==> src/hdl/xbc_pkg.sv <==
package xbc_pkg;

    // ****************************************
    // Widths
    // ****************************************
    localparam int XBC_DW = 8;
    localparam int XBC_AW = 16;
    localparam int XBC_NSYNC = 8;

    // ****************************************
    // Cycle status codes
    // ****************************************
    localparam logic [1:0] STS_HALT = 2'h0;
    localparam logic [1:0] STS_WRITE = 2'h1;
    localparam logic [1:0] STS_READ = 2'h2;
    localparam logic [1:0] STS_FETCH = 2'h3;

    // ****************************************
    // Restart addresses and reset values
    // ****************************************
    localparam logic [15:0] VEC_BOOT = 16'h0000;
    localparam logic [15:0] VEC_TRAP = 16'h0024;
    localparam logic [15:0] VEC_R75 = 16'h003C;
    localparam logic [15:0] VEC_R65 = 16'h0034;
    localparam logic [15:0] VEC_R55 = 16'h002C;
    localparam logic [2:0] MASK_RST = 3'h7;
    localparam logic [3:0] RSTOUT_CYCLES = 4'h8;

    // ****************************************
    // Set-mask word and read-mask word fields
    // ****************************************
    localparam int SIM_SOD_BIT = 7;
    localparam int SIM_SOE_BIT = 6;
    localparam int SIM_R75CLR_BIT = 4;
    localparam int SIM_MSE_BIT = 3;
    localparam int RIM_SID_BIT = 7;

    // ****************************************
    // Synchroniser bit order
    // ****************************************
    localparam int SY_READY = 0;
    localparam int SY_HOLD = 1;
    localparam int SY_TRAP = 2;
    localparam int SY_R75 = 3;
    localparam int SY_R65 = 4;
    localparam int SY_R55 = 5;
    localparam int SY_GENERAL_IRQ_IN = 6;
    localparam int SY_SID = 7;

    // ****************************************
    // Types
    // ****************************************
    typedef enum logic [2:0] {
        KIND_FETCH,
        KIND_READ,
        KIND_WRITE,
        KIND_HALT,
        KIND_IRQ_ACKNOWLEDGE_N
    } xbc_kind_e;

    typedef enum logic [2:0] {
        ST_IDLE,
        ST_T1,
        ST_T2,
        ST_TW,
        ST_T3,
        ST_HOLD
    } xbc_state_e;

endpackage : xbc_pkg

==> src/hdl/xbc_pin_sync.sv <==
`timescale 1ns/1ps
`default_nettype none
module xbc_pin_sync #(
    parameter int W = 8
) (
    // Clock and reset
    input wire logic clk,
    input wire logic nrst,
    // Raw pins and filtered levels
    input wire logic [W-1:0] din,
    output logic [W-1:0] dout
);

    // ****************************************
    // Three stages, accepted when last two agree
    // ****************************************
    logic [W-1:0] s1_ff;
    logic [W-1:0] s2_ff;
    logic [W-1:0] s3_ff;
    logic [W-1:0] out_ff;
    logic [W-1:0] agree;

    assign agree = ~(s2_ff ^ s3_ff);
    assign dout = out_ff;

    always_ff @(posedge clk or negedge nrst) begin
        if (!nrst) begin
            s1_ff <= '0;
            s2_ff <= '0;
            s3_ff <= '0;
            out_ff <= '0;
        end else begin
            s1_ff <= din;
            s2_ff <= s1_ff;
            s3_ff <= s2_ff;
            out_ff <= (agree & s2_ff) | (~agree & out_ff);
        end
    end

endmodule : xbc_pin_sync
`default_nettype wire

==> src/hdl/xbc_bus_ctrl.sv <==
`timescale 1ns/1ps
`default_nettype none
module xbc_bus_ctrl (
    // Clock and reset
    input wire logic clk,
    input wire logic nrst,
    // Clock and reset outputs
    output logic sys_clk_out,
    output logic reset_output,
    // Multiplexed low address and data bus
    input wire logic [xbc_pkg::XBC_DW-1:0] low_addr_data_bus_in,
    output logic [xbc_pkg::XBC_DW-1:0] low_addr_data_bus_out,
    output logic low_addr_data_bus_oe,
    // High address bus
    output logic [xbc_pkg::XBC_DW-1:0] high_addr_bus,
    output logic high_addr_oe,
    // Strobes and qualifiers
    output logic ale,
    output logic rd_n,
    output logic wr_n,
    output logic io_m,
    output logic ctrl_oe,
    output logic cycle_status_bit0,
    output logic cycle_status_bit1,
    output logic irq_acknowledge_n,
    // Wait and bus hand-over pins
    input wire logic ready_in,
    input wire logic hold_in,
    output logic bus_grant_out,
    // Interrupt pins
    input wire logic trap_in,
    input wire logic rst75_in,
    input wire logic rst65_in,
    input wire logic rst55_in,
    input wire logic general_irq_in,
    // Serial pins
    input wire logic serial_data_input,
    output logic serial_data_output,
    // Core bus requests
    input wire logic req_valid,
    input wire xbc_pkg::xbc_kind_e req_kind,
    input wire logic req_io,
    input wire logic [xbc_pkg::XBC_AW-1:0] req_addr,
    input wire logic [xbc_pkg::XBC_DW-1:0] req_wdata,
    output logic req_ready,
    output logic rsp_done,
    output logic [xbc_pkg::XBC_DW-1:0] rsp_data,
    output logic core_hold,
    // Core interrupt and mask commands
    input wire logic ie_set,
    input wire logic ie_clr,
    input wire logic set_mask_serial_instr,
    input wire logic [xbc_pkg::XBC_DW-1:0] sim_data,
    input wire logic read_mask_serial_instr,
    output logic [xbc_pkg::XBC_DW-1:0] rim_data,
    output logic interrupt_enable_ff,
    // Core interrupt hand-off
    output logic irq_pending,
    output logic irq_general,
    output logic [xbc_pkg::XBC_AW-1:0] irq_vector,
    input wire logic irq_take,
    output logic jump_stb,
    output logic [xbc_pkg::XBC_AW-1:0] jump_addr
);
    import xbc_pkg::*;

    // ****************************************
    // Declarations
    // ****************************************
    xbc_state_e state_ff;
    xbc_state_e nxt_state;
    xbc_kind_e kind_ff;
    logic ph_ff;
    logic tick;
    logic [XBC_NSYNC-1:0] pin_s;
    logic [XBC_NSYNC-1:0] pin_prev_ff;
    logic [XBC_NSYNC-1:0] pin_rise;
    logic io_ff;
    logic [XBC_AW-1:0] addr_ff;
    logic [XBC_DW-1:0] wdata_ff;
    logic [XBC_DW-1:0] rdata_ff;
    logic [1:0] status_ff;
    logic [1:0] nxt_status;
    logic accept;
    logic in_strobe;
    logic is_write;
    logic is_irq_acknowledge_n;
    logic granted;
    logic read_done;
    logic [3:0] rst_cnt_ff;
    logic rst_busy;
    logic trap_ff;
    logic r75_ff;
    logic [2:0] mask_ff;
    logic ie_ff;
    logic sod_ff;
    logic [XBC_DW-1:0] rim_ff;
    logic jump_ff;
    logic [XBC_AW-1:0] jump_addr_ff;
    logic [XBC_AW-1:0] vec_ff;
    logic trap_req;
    logic m75;
    logic m65;
    logic m55;
    logic general_irq_in_req;
    logic sel_trap;
    logic sel_75;
    logic sel_65;
    logic sel_55;
    logic sel_gen;
    logic [XBC_AW-1:0] nxt_vec;
    logic take_restart;
    logic r75_clr;
    logic sim_mask_ld;
    logic sim_sod_ld;

    // ****************************************
    // Clock halving and clock output
    // ****************************************
    // The internal state rate is one clock in two; every bus state lasts two clk periods.
    always_ff @(posedge clk or negedge nrst) begin
        if (!nrst) begin
            ph_ff <= 1'b0;
        end else begin
            ph_ff <= ~ph_ff;
        end
    end

    assign tick = ph_ff;
    assign sys_clk_out = ph_ff;

    // ****************************************
    // Pin synchronisers
    // ****************************************
    xbc_pin_sync #(
        .W(XBC_NSYNC)
    ) u_sync (
        .clk(clk),
        .nrst(nrst),
        .din({serial_data_input, general_irq_in, rst55_in, rst65_in,
              rst75_in, trap_in, hold_in, ready_in}),
        .dout(pin_s)
    );

    always_ff @(posedge clk or negedge nrst) begin
        if (!nrst) begin
            pin_prev_ff <= '0;
        end else begin
            pin_prev_ff <= pin_s;
        end
    end

    assign pin_rise = pin_s & ~pin_prev_ff;

    // ****************************************
    // Reset output stretcher
    // ****************************************
    always_ff @(posedge clk or negedge nrst) begin
        if (!nrst) begin
            rst_cnt_ff <= 4'h0;
        end else if (rst_busy) begin
            rst_cnt_ff <= rst_cnt_ff + 4'h1;
        end
    end

    assign rst_busy = (rst_cnt_ff != RSTOUT_CYCLES);
    assign reset_output = rst_busy;

    // ****************************************
    // Bus cycle sequencer
    // ****************************************
    assign granted = (state_ff == ST_HOLD);
    assign req_ready = (state_ff == ST_IDLE) && tick && !pin_s[SY_HOLD] && !rst_busy;
    assign accept = req_valid && req_ready;
    assign is_write = (kind_ff == KIND_WRITE);
    assign is_irq_acknowledge_n = (kind_ff == KIND_IRQ_ACKNOWLEDGE_N);
    assign in_strobe = (state_ff == ST_T2) || (state_ff == ST_TW);
    assign read_done = in_strobe && tick && pin_s[SY_READY] && !is_write;

    always_comb begin
        nxt_state = state_ff;
        if (tick) begin
            case (state_ff)
                ST_IDLE: begin
                    if (pin_s[SY_HOLD]) begin
                        nxt_state = ST_HOLD;
                    end else if (accept) begin
                        nxt_state = ST_T1;
                    end
                end
                ST_T1: begin
                    nxt_state = (kind_ff == KIND_HALT) ? ST_T3 : ST_T2;
                end
                ST_T2, ST_TW: begin
                    nxt_state = pin_s[SY_READY] ? ST_T3 : ST_TW;
                end
                ST_T3: begin
                    nxt_state = pin_s[SY_HOLD] ? ST_HOLD : ST_IDLE;
                end
                ST_HOLD: begin
                    nxt_state = pin_s[SY_HOLD] ? ST_HOLD : ST_IDLE;
                end
                default: begin
                    nxt_state = ST_IDLE;
                end
            endcase
        end
    end

    always_comb begin
        case (req_kind)
            KIND_WRITE: nxt_status = STS_WRITE;
            KIND_READ: nxt_status = STS_READ;
            KIND_HALT: nxt_status = STS_HALT;
            default: nxt_status = STS_FETCH;
        endcase
    end

    always_ff @(posedge clk or negedge nrst) begin
        if (!nrst) begin
            state_ff <= ST_IDLE;
        end else begin
            state_ff <= nxt_state;
        end
    end

    always_ff @(posedge clk or negedge nrst) begin
        if (!nrst) begin
            kind_ff <= KIND_FETCH;
            io_ff <= 1'b0;
            addr_ff <= '0;
            wdata_ff <= '0;
            status_ff <= STS_HALT;
        end else if (accept) begin
            kind_ff <= req_kind;
            io_ff <= req_io || (req_kind == KIND_IRQ_ACKNOWLEDGE_N);
            addr_ff <= req_addr;
            wdata_ff <= req_wdata;
            status_ff <= nxt_status;
        end
    end

    // Read data is taken in the last strobe state, before the strobe is lifted.
    always_ff @(posedge clk or negedge nrst) begin
        if (!nrst) begin
            rdata_ff <= '0;
        end else if (read_done) begin
            rdata_ff <= low_addr_data_bus_in;
        end
    end

    assign rsp_data = rdata_ff;
    assign rsp_done = (state_ff == ST_T3) && tick;
    assign core_hold = granted;

    // ****************************************
    // Pin drivers
    // ****************************************
    // The outside latch relies on the low byte standing until the strobe falls.
    assign ale = (state_ff == ST_T1);
    assign low_addr_data_bus_out = (state_ff == ST_T1) ? addr_ff[7:0] : wdata_ff;
    assign low_addr_data_bus_oe = (state_ff == ST_T1) || (is_write && (in_strobe || state_ff == ST_T3));
    assign high_addr_bus = addr_ff[15:8];
    assign high_addr_oe = !granted;
    assign ctrl_oe = !granted;
    assign rd_n = !(in_strobe && (kind_ff == KIND_READ || kind_ff == KIND_FETCH));
    assign wr_n = !(in_strobe && is_write);
    assign irq_acknowledge_n = !(in_strobe && is_irq_acknowledge_n);
    assign io_m = io_ff;
    assign cycle_status_bit0 = status_ff[0];
    assign cycle_status_bit1 = status_ff[1];
    assign bus_grant_out = granted;

    // ****************************************
    // Interrupt latches and masks
    // ****************************************
    assign sim_mask_ld = set_mask_serial_instr && sim_data[SIM_MSE_BIT];
    assign sim_sod_ld = set_mask_serial_instr && sim_data[SIM_SOE_BIT];
    assign r75_clr = (take_restart && sel_75) || (set_mask_serial_instr && sim_data[SIM_R75CLR_BIT]);
    assign take_restart = irq_take && !sel_gen;

    // A fresh edge in the same cycle as a clear is kept, so no request is lost.
    always_ff @(posedge clk or negedge nrst) begin
        if (!nrst) begin
            trap_ff <= 1'b0;
            r75_ff <= 1'b0;
        end else begin
            trap_ff <= pin_rise[SY_TRAP] || (trap_ff && !(take_restart && sel_trap));
            r75_ff <= pin_rise[SY_R75] || (r75_ff && !r75_clr);
        end
    end

    always_ff @(posedge clk or negedge nrst) begin
        if (!nrst) begin
            mask_ff <= MASK_RST;
            sod_ff <= 1'b0;
            ie_ff <= 1'b0;
        end else begin
            if (sim_mask_ld) begin
                mask_ff <= sim_data[2:0];
            end
            if (sim_sod_ld) begin
                sod_ff <= sim_data[SIM_SOD_BIT];
            end
            if (ie_set) begin
                ie_ff <= 1'b1;
            end else if (ie_clr || irq_take) begin
                ie_ff <= 1'b0;
            end
        end
    end

    assign serial_data_output = sod_ff;
    assign interrupt_enable_ff = ie_ff;

    // ****************************************
    // Priority selection
    // ****************************************
    assign trap_req = trap_ff && pin_s[SY_TRAP];
    assign m75 = r75_ff && !mask_ff[2] && ie_ff;
    assign m65 = pin_s[SY_R65] && !mask_ff[1] && ie_ff;
    assign m55 = pin_s[SY_R55] && !mask_ff[0] && ie_ff;
    assign general_irq_in_req = pin_s[SY_GENERAL_IRQ_IN] && ie_ff;
    assign sel_trap = trap_req;
    assign sel_75 = !sel_trap && m75;
    assign sel_65 = !sel_trap && !m75 && m65;
    assign sel_55 = !sel_trap && !m75 && !m65 && m55;
    assign sel_gen = !sel_trap && !m75 && !m65 && !m55 && general_irq_in_req;
    assign nxt_vec = sel_trap ? VEC_TRAP : sel_75 ? VEC_R75 : sel_65 ? VEC_R65 : VEC_R55;
    assign irq_pending = sel_trap || m75 || m65 || m55 || general_irq_in_req;
    assign irq_general = sel_gen;

    always_ff @(posedge clk or negedge nrst) begin
        if (!nrst) begin
            vec_ff <= VEC_BOOT;
        end else begin
            vec_ff <= nxt_vec;
        end
    end

    assign irq_vector = vec_ff;

    // ****************************************
    // Program start after reset or restart
    // ****************************************
    // A general request gives no address here: the core runs an acknowledge cycle instead.
    always_ff @(posedge clk or negedge nrst) begin
        if (!nrst) begin
            jump_ff <= 1'b0;
            jump_addr_ff <= VEC_BOOT;
        end else begin
            jump_ff <= (rst_cnt_ff == RSTOUT_CYCLES - 4'h1) || take_restart;
            if (take_restart) begin
                jump_addr_ff <= nxt_vec;
            end else if (rst_busy) begin
                jump_addr_ff <= VEC_BOOT;
            end
        end
    end

    assign jump_stb = jump_ff;
    assign jump_addr = jump_addr_ff;

    // ****************************************
    // Read-mask word
    // ****************************************
    always_ff @(posedge clk or negedge nrst) begin
        if (!nrst) begin
            rim_ff <= '0;
        end else if (read_mask_serial_instr) begin
            rim_ff <= {pin_s[SY_SID], r75_ff, pin_s[SY_R65], pin_s[SY_R55], ie_ff, mask_ff};
        end
    end

    assign rim_data = rim_ff;

endmodule : xbc_bus_ctrl
`default_nettype wire

==> config.mk <==
export PLATFORM = sky130hd
export DESIGN_NAME = xbc_bus_ctrl
export DESIGN_NICKNAME = d
export VERILOG_FILES = /design/src/hdl/xbc_pkg.sv /design/src/hdl/xbc_pin_sync.sv /design/src/hdl/xbc_bus_ctrl.sv
export SDC_FILE = /design/constraint.sdc
export NUM_CORES = 1
export LEC_CHECK = 0
export BUFFER_PORTS_ARGS = -buffer_cell sky130_fd_sc_hd__buf_2
export CORE_MARGIN = 4
export CORE_UTILIZATION = 45
export DETAILED_ROUTE_END_ITERATION = 6
export HOLD_SLACK_MARGIN = 0.05
export PLACE_DENSITY_LB_ADDON = 0.08
export SYNTH_ARGS = -nofsm -noshare
export SYNTH_HDL_FRONTEND = slang
export SYNTH_HIERARCHICAL = 1
export SYNTH_SLANG_ARGS = --single-unit
export TNS_END_PERCENT = 20
==> constraint.sdc <==
create_clock -name clk -period 4.5 [get_ports clk]
set_input_delay 0.45 -clock clk [delete_from_list [all_inputs] [get_ports clk]]
set_output_delay 0.45 -clock clk [all_outputs]
set_load 0.05 [all_outputs]
==> results of run 1 <==
[metal layers]
layer | GRT usage | vias up | share of wire
met5 | 0 | - | 0
met4 | 0.0527 | 0 | 0.013
met2 | 0.223 | 99 | 0.46
li1 | - | 1203 | -
met1 | 0.196 | 1208 | 0.45
met3 | 0.0392 | 10 | 0.082
[area by class of cell]
class                   count  area [µm²]  area share
flip-flops and latches    102        2560       0.507
clock inverters             7        80.1      0.0159
clock buffers               9         124      0.0246
well taps                 129         161      0.0320
inverters                  11        41.3     0.00820
repair buffers            120         606       0.120
multi-input cells         174        1470       0.292
[cells by family (layout without fill, tap and decap cells)]
logic type / Yosys count / in the layout
AND/OR/NAND/NOR: 55 / 55
multiplexers: 57 / 57
adder cells (fa/ha/maj): 10 / 10
flip-flops: 102 / 102
other: 2 / 25
buffers and inverters: 55 / 147
AO/OA/AOI/OAI: 24 / 24
XOR/XNOR: 3 / 3
[state kept, by name (all words and copies together), names as in the netlist, 2 cells and up, named ones only]
register	flops
u_sync/s2_ff	8
jump_addr	3
mask_ff	3
wdata_ff	8
rst_cnt_ff	4
status_ff	2
state_ff	3
u_sync/s3_ff	8
rim_data	8
u_sync/s1_ff	8
pin_prev_ff	2
addr_ff	16
rsp_data	8
kind_ff	3
irq_vector	3
[final timing paths]
path | startpoint | endpoint | slack (ns) | depth (start not counted)
max | state_ff[0] | low_addr_data_bus_out[4] | 1.80 | 3
min | general_irq_in | u_sync/s1_ff[6] | 0.19 | 1
max reg2reg | rst_cnt_ff[0] | addr_ff[9] | 2.10 | 5
min reg2reg | u_sync/s1_ff[2] | u_sync/s2_ff[2] | 0.35 | 0
max in group asynchronous | nrst | u_sync/s3_ff[0] | 3.34 | 2
min in group asynchronous | nrst | rim_data[1] | 0.21 | 1
[power by group]
group / total [µW] / internal, µW / leakage [µW] / switching (µW)
registers: 1310 / 1150 / 0.00121 / 157
clock network: 591 / 265 / 0.000102 / 326
logic: 1540 / 509 / 0.00121 / 1030
[cell usage after synthesis, drive strengths merged, types with 2 or more instances]
master	instances
a21oi	5
a32o	2
buf	42
clkbuf	2
conb	2
dfrtp	99
dfstp	3
ha	2
inv	11
maj3	8
mux2	57
nand2	20
nand2b	4
nand3	2
nand3b	3
nand4	2
nor2	4
nor2b	8
nor3b	4
nor4	2
o21ai	10
o31ai	2
xnor2	3
[worst max-delay path, cell delays in order (launching register included)]
cell and delay, ns:
dfrtp_1 0.52, nor3b_2 0.74, mux2_2 0.41, buf_2 0.21
[stage by stage]
| step | cells | total power, µW | setup slack [ns] |
|---|---|---|---|
| final | 552 | 3440 | 1.80 |
| after global placement | 536 | 2850 | 2.11 |
| after detailed placement | 536 | 2880 | 2.08 |
| after global routing | 552 | 3620 | 1.59 |
| after CTS | 552 | 3480 | 1.71 |
| after floorplan | 331 | 2630 | 1.96 |
==> qor.txt, run 1 <==
status: complete, no violations
Peak VDD IR: 0.451 mV
classification of the worst setup path: flop to output pin
Ports: 145
#FFs+latches synth: 102
most common cell after layout, fill and taps aside: buf_2
hold crit path type: input port to flop
vias in the first global route: 2638
Cell Area, Synth: 4300 µm²
CP Data Required Time: 4.05 ns
die height: 106 µm
largest family of logic cells by synthesized area: multiplexers
final setup vio count: 0
drc violations: 0
adder-cell share of the synthesized area: 0.0267
H-tree depth: 3
Final Hold Slack: 0.194 ns
design area: 5040 µm²
Tmin final: 2.70 ns
initial core utilization: 0.464
Slew headroom: 0.402
die span in x: 106 µm
Synth async-reset ratio: 1.00
area delta synth->final: 17.0%
PwrDens: 682 nW/µm²
synth unique cells: 38
Die ar.: 11200 µm²
max-cap violations: 0
final WL: 7.65 mm
antenna violations before repair: 0
Yosys top cell area share: 0.576
Ant. Diodes: 0
CTS sink cnt: 102
cts repair resizes: 0
hold_buf cts: 0
post-synthesis xor/xnor area fraction: 0.00610
area leader, netlist: dfrtp_1
GP Congestion: 0.744
clock skew: 0.0160 ns
Area contributors post-synth: dfrtp_1 (58%), mux2_2 (8.6%), mux2_4 (8.4%)
row cnt: 35
worst-margin pin slew: 0.897 ns
initial drt markers: 58
Post-CTS Setup Inserts: 0
net total in the final layout: 480
dpl cell area: 4830 µm²
clk slew on worst S/H paths: 0.10 ns
HPWL Detailed: 5.47 mm
DR vias: 2520
Core Area: 9280 µm²
fin crit share: 0.600
synthesized instance count: 308
Synth Warn #: 6
All-Layer GR Usage: 0.144
Max FO, Critical Path: 11
Fill cells: 843
Critical Path AT: 2.25 ns
CTS tree: yes
DRT Pass-1 Iters: 4
post-synthesis sequential area ratio: 0.594
Avg Inst Size Synth: 14.0 µm²
share of layout cells above drive strength 1: 0.496
per-cell routed wire length: 13.9 µm
Setup TNS: 0 ns
Post-synth EDFFs: 0
antenna viol nets, final: 0
clock latency on the worst-skew pair: 0.36 ns
CP startpoint kind: flop
global-route wire length before repair: 12.9 mm
post-synthesis mux area share: 0.170
Port-buffer cells: 119
Synth Area in Compound Gates: 0.0349
pin count of the biggest net entering global routing: 74
Post-Synth Simple-Gate Area: 0.0805
Final Core Density: 0.543
Leak: 0.00252 µW
Max Clk Rate: 370 MHz
Overflow after GRT: 0
Setup crit end kind: output pin
most frequent cells in the layout: buf_2 (118), dfrtp_1 (99), mux2_2 (33)
root buf cell: clkbuf_8
worst-case clock buffer depth: 2
ys flop type: dfrtp_1
Max Slew Vio Count: 0
Hold Vio Cnt, Final: 0
via-per-instance ratio: 4.57
CTS Buf Count: 9
RSZ-0062 raised after global routing: no
Note: power is estimated with default switching activity, not from simulation.
==> inputs of run 2 (changes only) <==
==> constraint.sdc (replaced) <==
create_clock -name clk -period 2.7 [get_ports clk]
set_input_delay 0.27 -clock clk [delete_from_list [all_inputs] [get_ports clk]]
set_output_delay 0.27 -clock clk [all_outputs]
set_load 0.05 [all_outputs]
==> run 2 against run 1 <==
Hold slack got worse by 0.10 ns; design area increased by 2.9%; final cell count increased by 2.2%; clock-buffer cell count increased by 3.
==> qor.txt, run 2 (synthesis gave the netlist of run 1 again) <==
status: complete, no violations (unchanged)
via-per-instance ratio: 4.59 (was 4.57)
Max Slew Vio Count: 0 (unchanged)
max FFs per register: 16 (unchanged)
All-Layer GR Usage: 0.146 (was 0.144)
Critical Path AT: 2.02 ns (was 2.25 ns)
design area: 5180 µm² (was 5040 µm²)
antenna violations before repair: 0 (unchanged)
H-tree depth: 3 (unchanged)
clock skew: 0.0122 ns (was 0.0160 ns)
Max Clk Rate: 436 MHz
pin count of the biggest net entering global routing: 53 (was 74)
Fill cells: 822 (was 843)
cts repair resizes: 0 (unchanged)
CTS sink cnt: 102 (unchanged)
Ports: 145 (unchanged)
per-cell routed wire length: 13.6 µm (was 13.9 µm)
root buf cell: clkbuf_8 (unchanged)
CTS Buf Count: 9 (unchanged)
Die ar.: 11200 µm² (unchanged)
fin crit share: 0.849
die span in x: 106 µm (unchanged)
multi-input combinational cell area: 1470 µm² (unchanged)
worst-case clock buffer depth: 2 (unchanged)
clock latency on the worst-skew pair: 0.35 ns (was 0.36 ns)
share of layout cells above drive strength 1: 0.487 (was 0.496)
most common cell after layout, fill and taps aside: buf_2 (unchanged)
final WL: 7.68 mm (was 7.65 mm)
initial core utilization: 0.464 (unchanged)
Peak VDD IR: 0.680 mV (was 0.451 mV)
Net Sw Power: 2480 µW (was 1510 µW)
DR vias: 2586 (was 2520)
reg2reg setup slack: 0.76 ns (was 2.10 ns)
worst-margin pin slew: 0.694 ns (was 0.897 ns)
CTS tree: yes (unchanged)
HPWL Detailed: 5.49 mm (was 5.47 mm)
GRT met1 Usage: 0.193 (was 0.196)
CP Data Required Time: 2.43 ns (was 4.05 ns)
final setup vio count: 0 (unchanged)
Hold Vio Cnt, Final: 0 (unchanged)
M3 GR Usage: 0.0380 (was 0.0392)
area delta synth->final: 20.4% (was 17.0%)
drc violations: 0 (unchanged)
global-route wire length before repair: 13.1 mm (was 12.9 mm)
Setup crit end kind: output pin (unchanged)
Leak: 0.00259 µW (was 0.00252 µW)
FF-to-FF End: addr_ff[15] (was addr_ff[9])
Largest Register: addr_ff (unchanged)
RR Startpoint: state_ff[1] (was rst_cnt_ff[0])
Max FO, Critical Path: 11 (unchanged)
CP startpoint: state_ff[2] (was state_ff[0])
placed insts: 539 (was 536)
net total in the final layout: 492 (was 480)
worst reg-to-reg path cell count: 4 (was 5)
die height: 106 µm (unchanged)
clock share of power: 0.171 (was 0.172)
total area of sequential cells: 2560 µm² (unchanged)
vias in the first global route: 2735 (was 2638)
Worst Setup EP: irq_acknowledge_n (was low_addr_data_bus_out[4])
Slew headroom: 0.534 (was 0.402)
classification of the worst setup path: flop to output pin (unchanged)
Core Area: 9280 µm² (unchanged)
antenna viol nets, final: 0 (unchanged)
PwrDens: 1110 nW/µm² (was 682 nW/µm²)
switch share: 0.431 (was 0.440)
RSZ-0062 raised after global routing: no (unchanged)
Combinational Power Share: 0.450 (was 0.448)
Ant. Diodes: 0 (unchanged)
DRT Pass-1 Iters: 4 (unchanged)
GP Congestion: 0.742 (was 0.744)
most frequent cells in the layout: buf_2 (118), dfrtp_1 (99), mux2_2 (33) (unchanged)
dpl cell area: 4880 µm² (was 4830 µm²)
Global Route met2 Usage: 0.229 (was 0.223)
Setup TNS: 0 ns (unchanged)
initial drt markers: 70 (was 58)
hold crit path type: input port to flop (unchanged)
grt peak-use layer: met2 (unchanged)
clk slew on worst S/H paths: 0.10 ns (about the same)
Reg power frac: 0.379 (was 0.380)
max-cap violations: 0 (unchanged)
row cnt: 35 (unchanged)
Overflow after GRT: 0 (unchanged)
Port-buffer cells: 119 (unchanged)
CP startpoint kind: flop (unchanged)
Tmin final: 2.29 ns
fin cells: 564 (was 552)
Pint: 3270 µW (was 1920 µW)
-- run 2: cell count changes in the layout (fill, tap and decap cells not counted), moves of 2 or more --
cell | previous run | this run
buf_12 | 0 | 2
clkbuf_8 | 9 | 11
dlygate4sd3_1 | 0 | 9
inv_6 | 2 | 0
-- run 2: stage by stage --
step / power (µW) / util / setup slack, ns / hold slack [ns]
2_1_floorplan: 4380 / - / 0.337 / -0.0256
3_3_place_gp: 4770 / 0.526 / 0.793 / 0.333
3_5_place_dp: 4810 / 0.526 / 0.747 / 0.336
4_1_cts: 5840 / 0.558 / 0.383 / 0.0627
5_1_grt: 6070 / 0.558 / 0.303 / 0.0755
6_report: 5750 / 0.558 / 0.409 / 0.0891
-- run 2: area by class of cell --
class,count,area share
tap,129,0.0312
timing repair buffer,132,0.143
inverter,11,0.00797
sequential,102,0.493
clock inverter,4,0.0106
multi-input combinational,174,0.284
clock buffer,12,0.0299
-- run 2: worst min path at each step --
stage                     cells past startpoint             endpoint            start
final                                         2  interrupt_enable_ff           ie_clr
after global routing                          2  interrupt_enable_ff           ie_clr
after CTS                                     2  interrupt_enable_ff           ie_clr
after detailed placement                      0      u_sync/s2_ff[1]  u_sync/s1_ff[1]
after global placement                        0      u_sync/s2_ff[0]  u_sync/s1_ff[0]
after floorplan                               0           addr_ff[0]             nrst
-- run 2: power by group through the flow --
stage                     clock, µW  combinational [µW]  sequential [µW]
after floorplan                   0                1830             2550
after global placement            0                2580             2190
after detailed placement          0                2610             2210
after CTS                      1030                2620             2180
after global routing           1090                2730             2250
final                           985                2590             2180
-- run 2: repair_timing --
item | in CTS | in global routing
hold endpoints to repair | 58 | 0
setup buffers | 0 | 0
hold buffers | 9 | 0
-- run 2: worst max-delay path, stage by stage, from the launching register on --
cell and delay, ns:
dfrtp_1 0.51, nand2b_1 0.29, or4b_2 0.63, buf_2 0.23
-- run 2: metal layers --
layer | part of all wire | wire length (µm) | vias to the layer above
met5 | 0 | 0 | -
met4 | 0.012 | 90 | 0
met3 | 0.082 | 626 | 6
met2 | 0.46 | 3520 | 98
met1 | 0.45 | 3440 | 1254
li1 | - | - | 1228
==> inputs of run 3 (changes only) <==
==> constraint.sdc (replaced) <==
create_clock -name clk -period 2.2 [get_ports clk]
set_input_delay 0.22 -clock clk [delete_from_list [all_inputs] [get_ports clk]]
set_output_delay 0.22 -clock clk [all_outputs]
set_load 0.05 [all_outputs]
==> run 3 against run 2 <==
Global-route usage up 0.35 points; clock skew up 0.0035 ns; critical path depth unchanged; register-to-register slack worse by 0.32 ns; critical path type unchanged; flip-flop and latch count unchanged; non-clock buffer count up 14; sequential power up 22%; worst setup slack worse by 0.32 ns.
==> qor.txt, run 3 (synthesis gave the netlist of run 1 again) <==
CP bufs+invs: 1 (unchanged)
Final Core Density: 0.573 (was 0.558)
initial core utilization: 0.464 (unchanged)
DR vias: 2672 (was 2586)
crit-path cells: nand2b_1 > or4b_2 > buf_2 (unchanged)
slowest cell delay on critical path: 0.62 ns (was 0.63 ns)
crit path max-delay cell type: or4b_2 (unchanged)
drc violations: 0 (unchanged)
share of layout cells above drive strength 1: 0.494 (was 0.487)
Port-buffer cells: 119 (unchanged)
fin cells: 578 (was 564)
fin crit share: 0.959
uppermost layer routed: met4 (unchanged)
H-tree depth: 3 (unchanged)
Ports: 145 (unchanged)
clk slew on worst S/H paths: 0.11 ns (was 0.10 ns)
Max FO, Critical Path: 4 (was 11)
CTS sink cnt: 102 (unchanged)
switch share: 0.437 (was 0.431)
Max Slew Vio Count: 0 (unchanged)
Top Family by Delay on Critical Path: simple AND/OR/NAND/NOR gates (unchanged)
M1 WL: 3.42 mm (was 3.44 mm)
All-Layer GR Usage: 0.150 (was 0.146)
die height: 106 µm (unchanged)
clock latency on the worst-skew pair: 0.37 ns (was 0.35 ns)
clock skew: 0.0158 ns (was 0.0122 ns)
status: complete, no violations (unchanged)
CP Data Required Time: 1.98 ns (was 2.43 ns)
final WL: 7.84 mm (was 7.68 mm)
via-per-instance ratio: 4.62 (was 4.59)
Overflow after GRT: 0 (unchanged)
net total in the final layout: 506 (was 492)
PwrDens: 1340 nW/µm² (was 1110 nW/µm²)
final setup vio count: 0 (unchanged)
Core Area: 9280 µm² (unchanged)
Combinational Power Share: 0.456 (was 0.450)
vias in the first global route: 2743 (was 2735)
Critical Path AT: 1.89 ns (was 2.02 ns)
max-cap violations: 0 (unchanged)
antenna violations before repair: 0 (unchanged)
row cnt: 35 (unchanged)
worst-case clock buffer depth: 2 (unchanged)
Pint: 4020 µW (was 3270 µW)
Reg power frac: 0.374 (was 0.379)
pin count of the biggest net entering global routing: 34 (was 53)
Tmin final: 2.11 ns
global-route wire length before repair: 13.2 mm (was 13.1 mm)
Die ar.: 11200 µm² (unchanged)
clock share of power: 0.170 (was 0.171)
per-cell routed wire length: 13.6 µm (about the same)
HPWL Detailed: 5.65 mm (was 5.49 mm)
root buf cell: clkbuf_8 (unchanged)
placed insts: 542 (was 539)
Hold Vio Cnt, Final: 0 (unchanged)
Fill cells: 821 (was 822)
classification of the worst setup path: flop to output pin (unchanged)
max FFs per register: 16 (unchanged)
dpl cell area: 4910 µm² (was 4880 µm²)
Final Hold Slack: 0.0726 ns (was 0.0891 ns)
Peak VDD IR: 0.849 mV (was 0.680 mV)
die span in x: 106 µm (unchanged)
CP startpoint kind: flop (unchanged)
RSZ-0062 raised after global routing: no (unchanged)
Met2 Wirelength: 3.55 mm (was 3.52 mm)
CTS tree: yes (unchanged)
antenna viol nets, final: 0 (unchanged)
Max Clk Rate: 474 MHz
Net Sw Power: 3110 µW (was 2480 µW)
most common cell after layout, fill and taps aside: buf_2 (unchanged)
DRT Pass-1 Iters: 3 (was 4)
Setup TNS: 0 ns (unchanged)
initial drt markers: 61 (was 70)
most frequent cells in the layout: buf_2 (118), dfrtp_1 (96), mux2_2 (33) (was buf_2 (118), dfrtp_1 (99), mux2_2 (33))
Setup crit end kind: output pin (unchanged)
hold crit path type: input port to flop (unchanged)
GP Congestion: 0.738 (was 0.742)
area delta synth->final: 23.5% (was 20.4%)
Ant. Diodes: 0 (unchanged)
design area: 5320 µm² (was 5180 µm²)
CTS Buf Count: 9 (unchanged)
Largest Register: addr_ff (unchanged)
met3 routed WL: 706 µm (was 626 µm)
Leak: 0.00265 µW (was 0.00259 µW)
-- run 3: power groups by stage --
stage | registers, µW | clock network (µW) | logic (µW)
5_1_grt | 2750 | 1350 | 3430
6_report | 2670 | 1210 | 3250
3_3_place_gp | 2690 | 0 | 3180
4_1_cts | 2670 | 1270 | 3280
3_5_place_dp | 2710 | 0 | 3220
2_1_floorplan | 3140 | 0 | 2250
-- run 3: final cells by class --
cell class                      count  area, µm²  area share
Sequential cell                   102       2560       0.482
Multi-Input combinational cell    174       1480       0.278
Inverter                           11       41.3     0.00777
Timing Repair Buffer              146        871       0.164
Tap cell                          129        161      0.0304
Clock inverter                      6       75.1      0.0141
Clock buffer                       10        128      0.0240
-- run 3: path summary, 6_finish.rpt --
kind | from | endpoint | slack [ns] | cells past startpoint
min in group asynchronous | nrst | rim_data[1] | 0.30 | 2
worst min register to register | u_sync/s1_ff[6] | u_sync/s2_ff[6] | 0.35 | 0
max in group asynchronous | nrst | rsp_data[5] | 1.23 | 3
worst max register to register | sys_clk_out | rsp_data[4] | 0.44 | 4
worst min-delay path | req_wdata[3] | wdata_ff[3] | 0.07 | 2
worst max-delay path | state_ff[2] | irq_acknowledge_n | 0.09 | 3
-- run 3: routing by layer --
metal / global-route usage / vias up
met5: 0 / -
met4: 0.0694 / 0
li1: - / 1257
met3: 0.0484 / 10
met2: 0.227 / 100
met1: 0.196 / 1305
-- run 3: repair_timing --
item                                   CTS  global route
hold buffers                            15             3
setup endpoints to repair                1            10
endpoints found under the hold margin   38             3
resized for setup                        2             3
setup buffers                            2             0
cloned                                   0             0
-- run 3: per-stage QoR --
step / worst slack (ns) / total power, µW
global placement: 0.384 / 5870
CTS: 0.00751 / 7220
global route: 0.0283 / 7520
detailed placement: 0.371 / 5930
finish: 0.0907 / 7130
floorplan: -0.100 / 5380
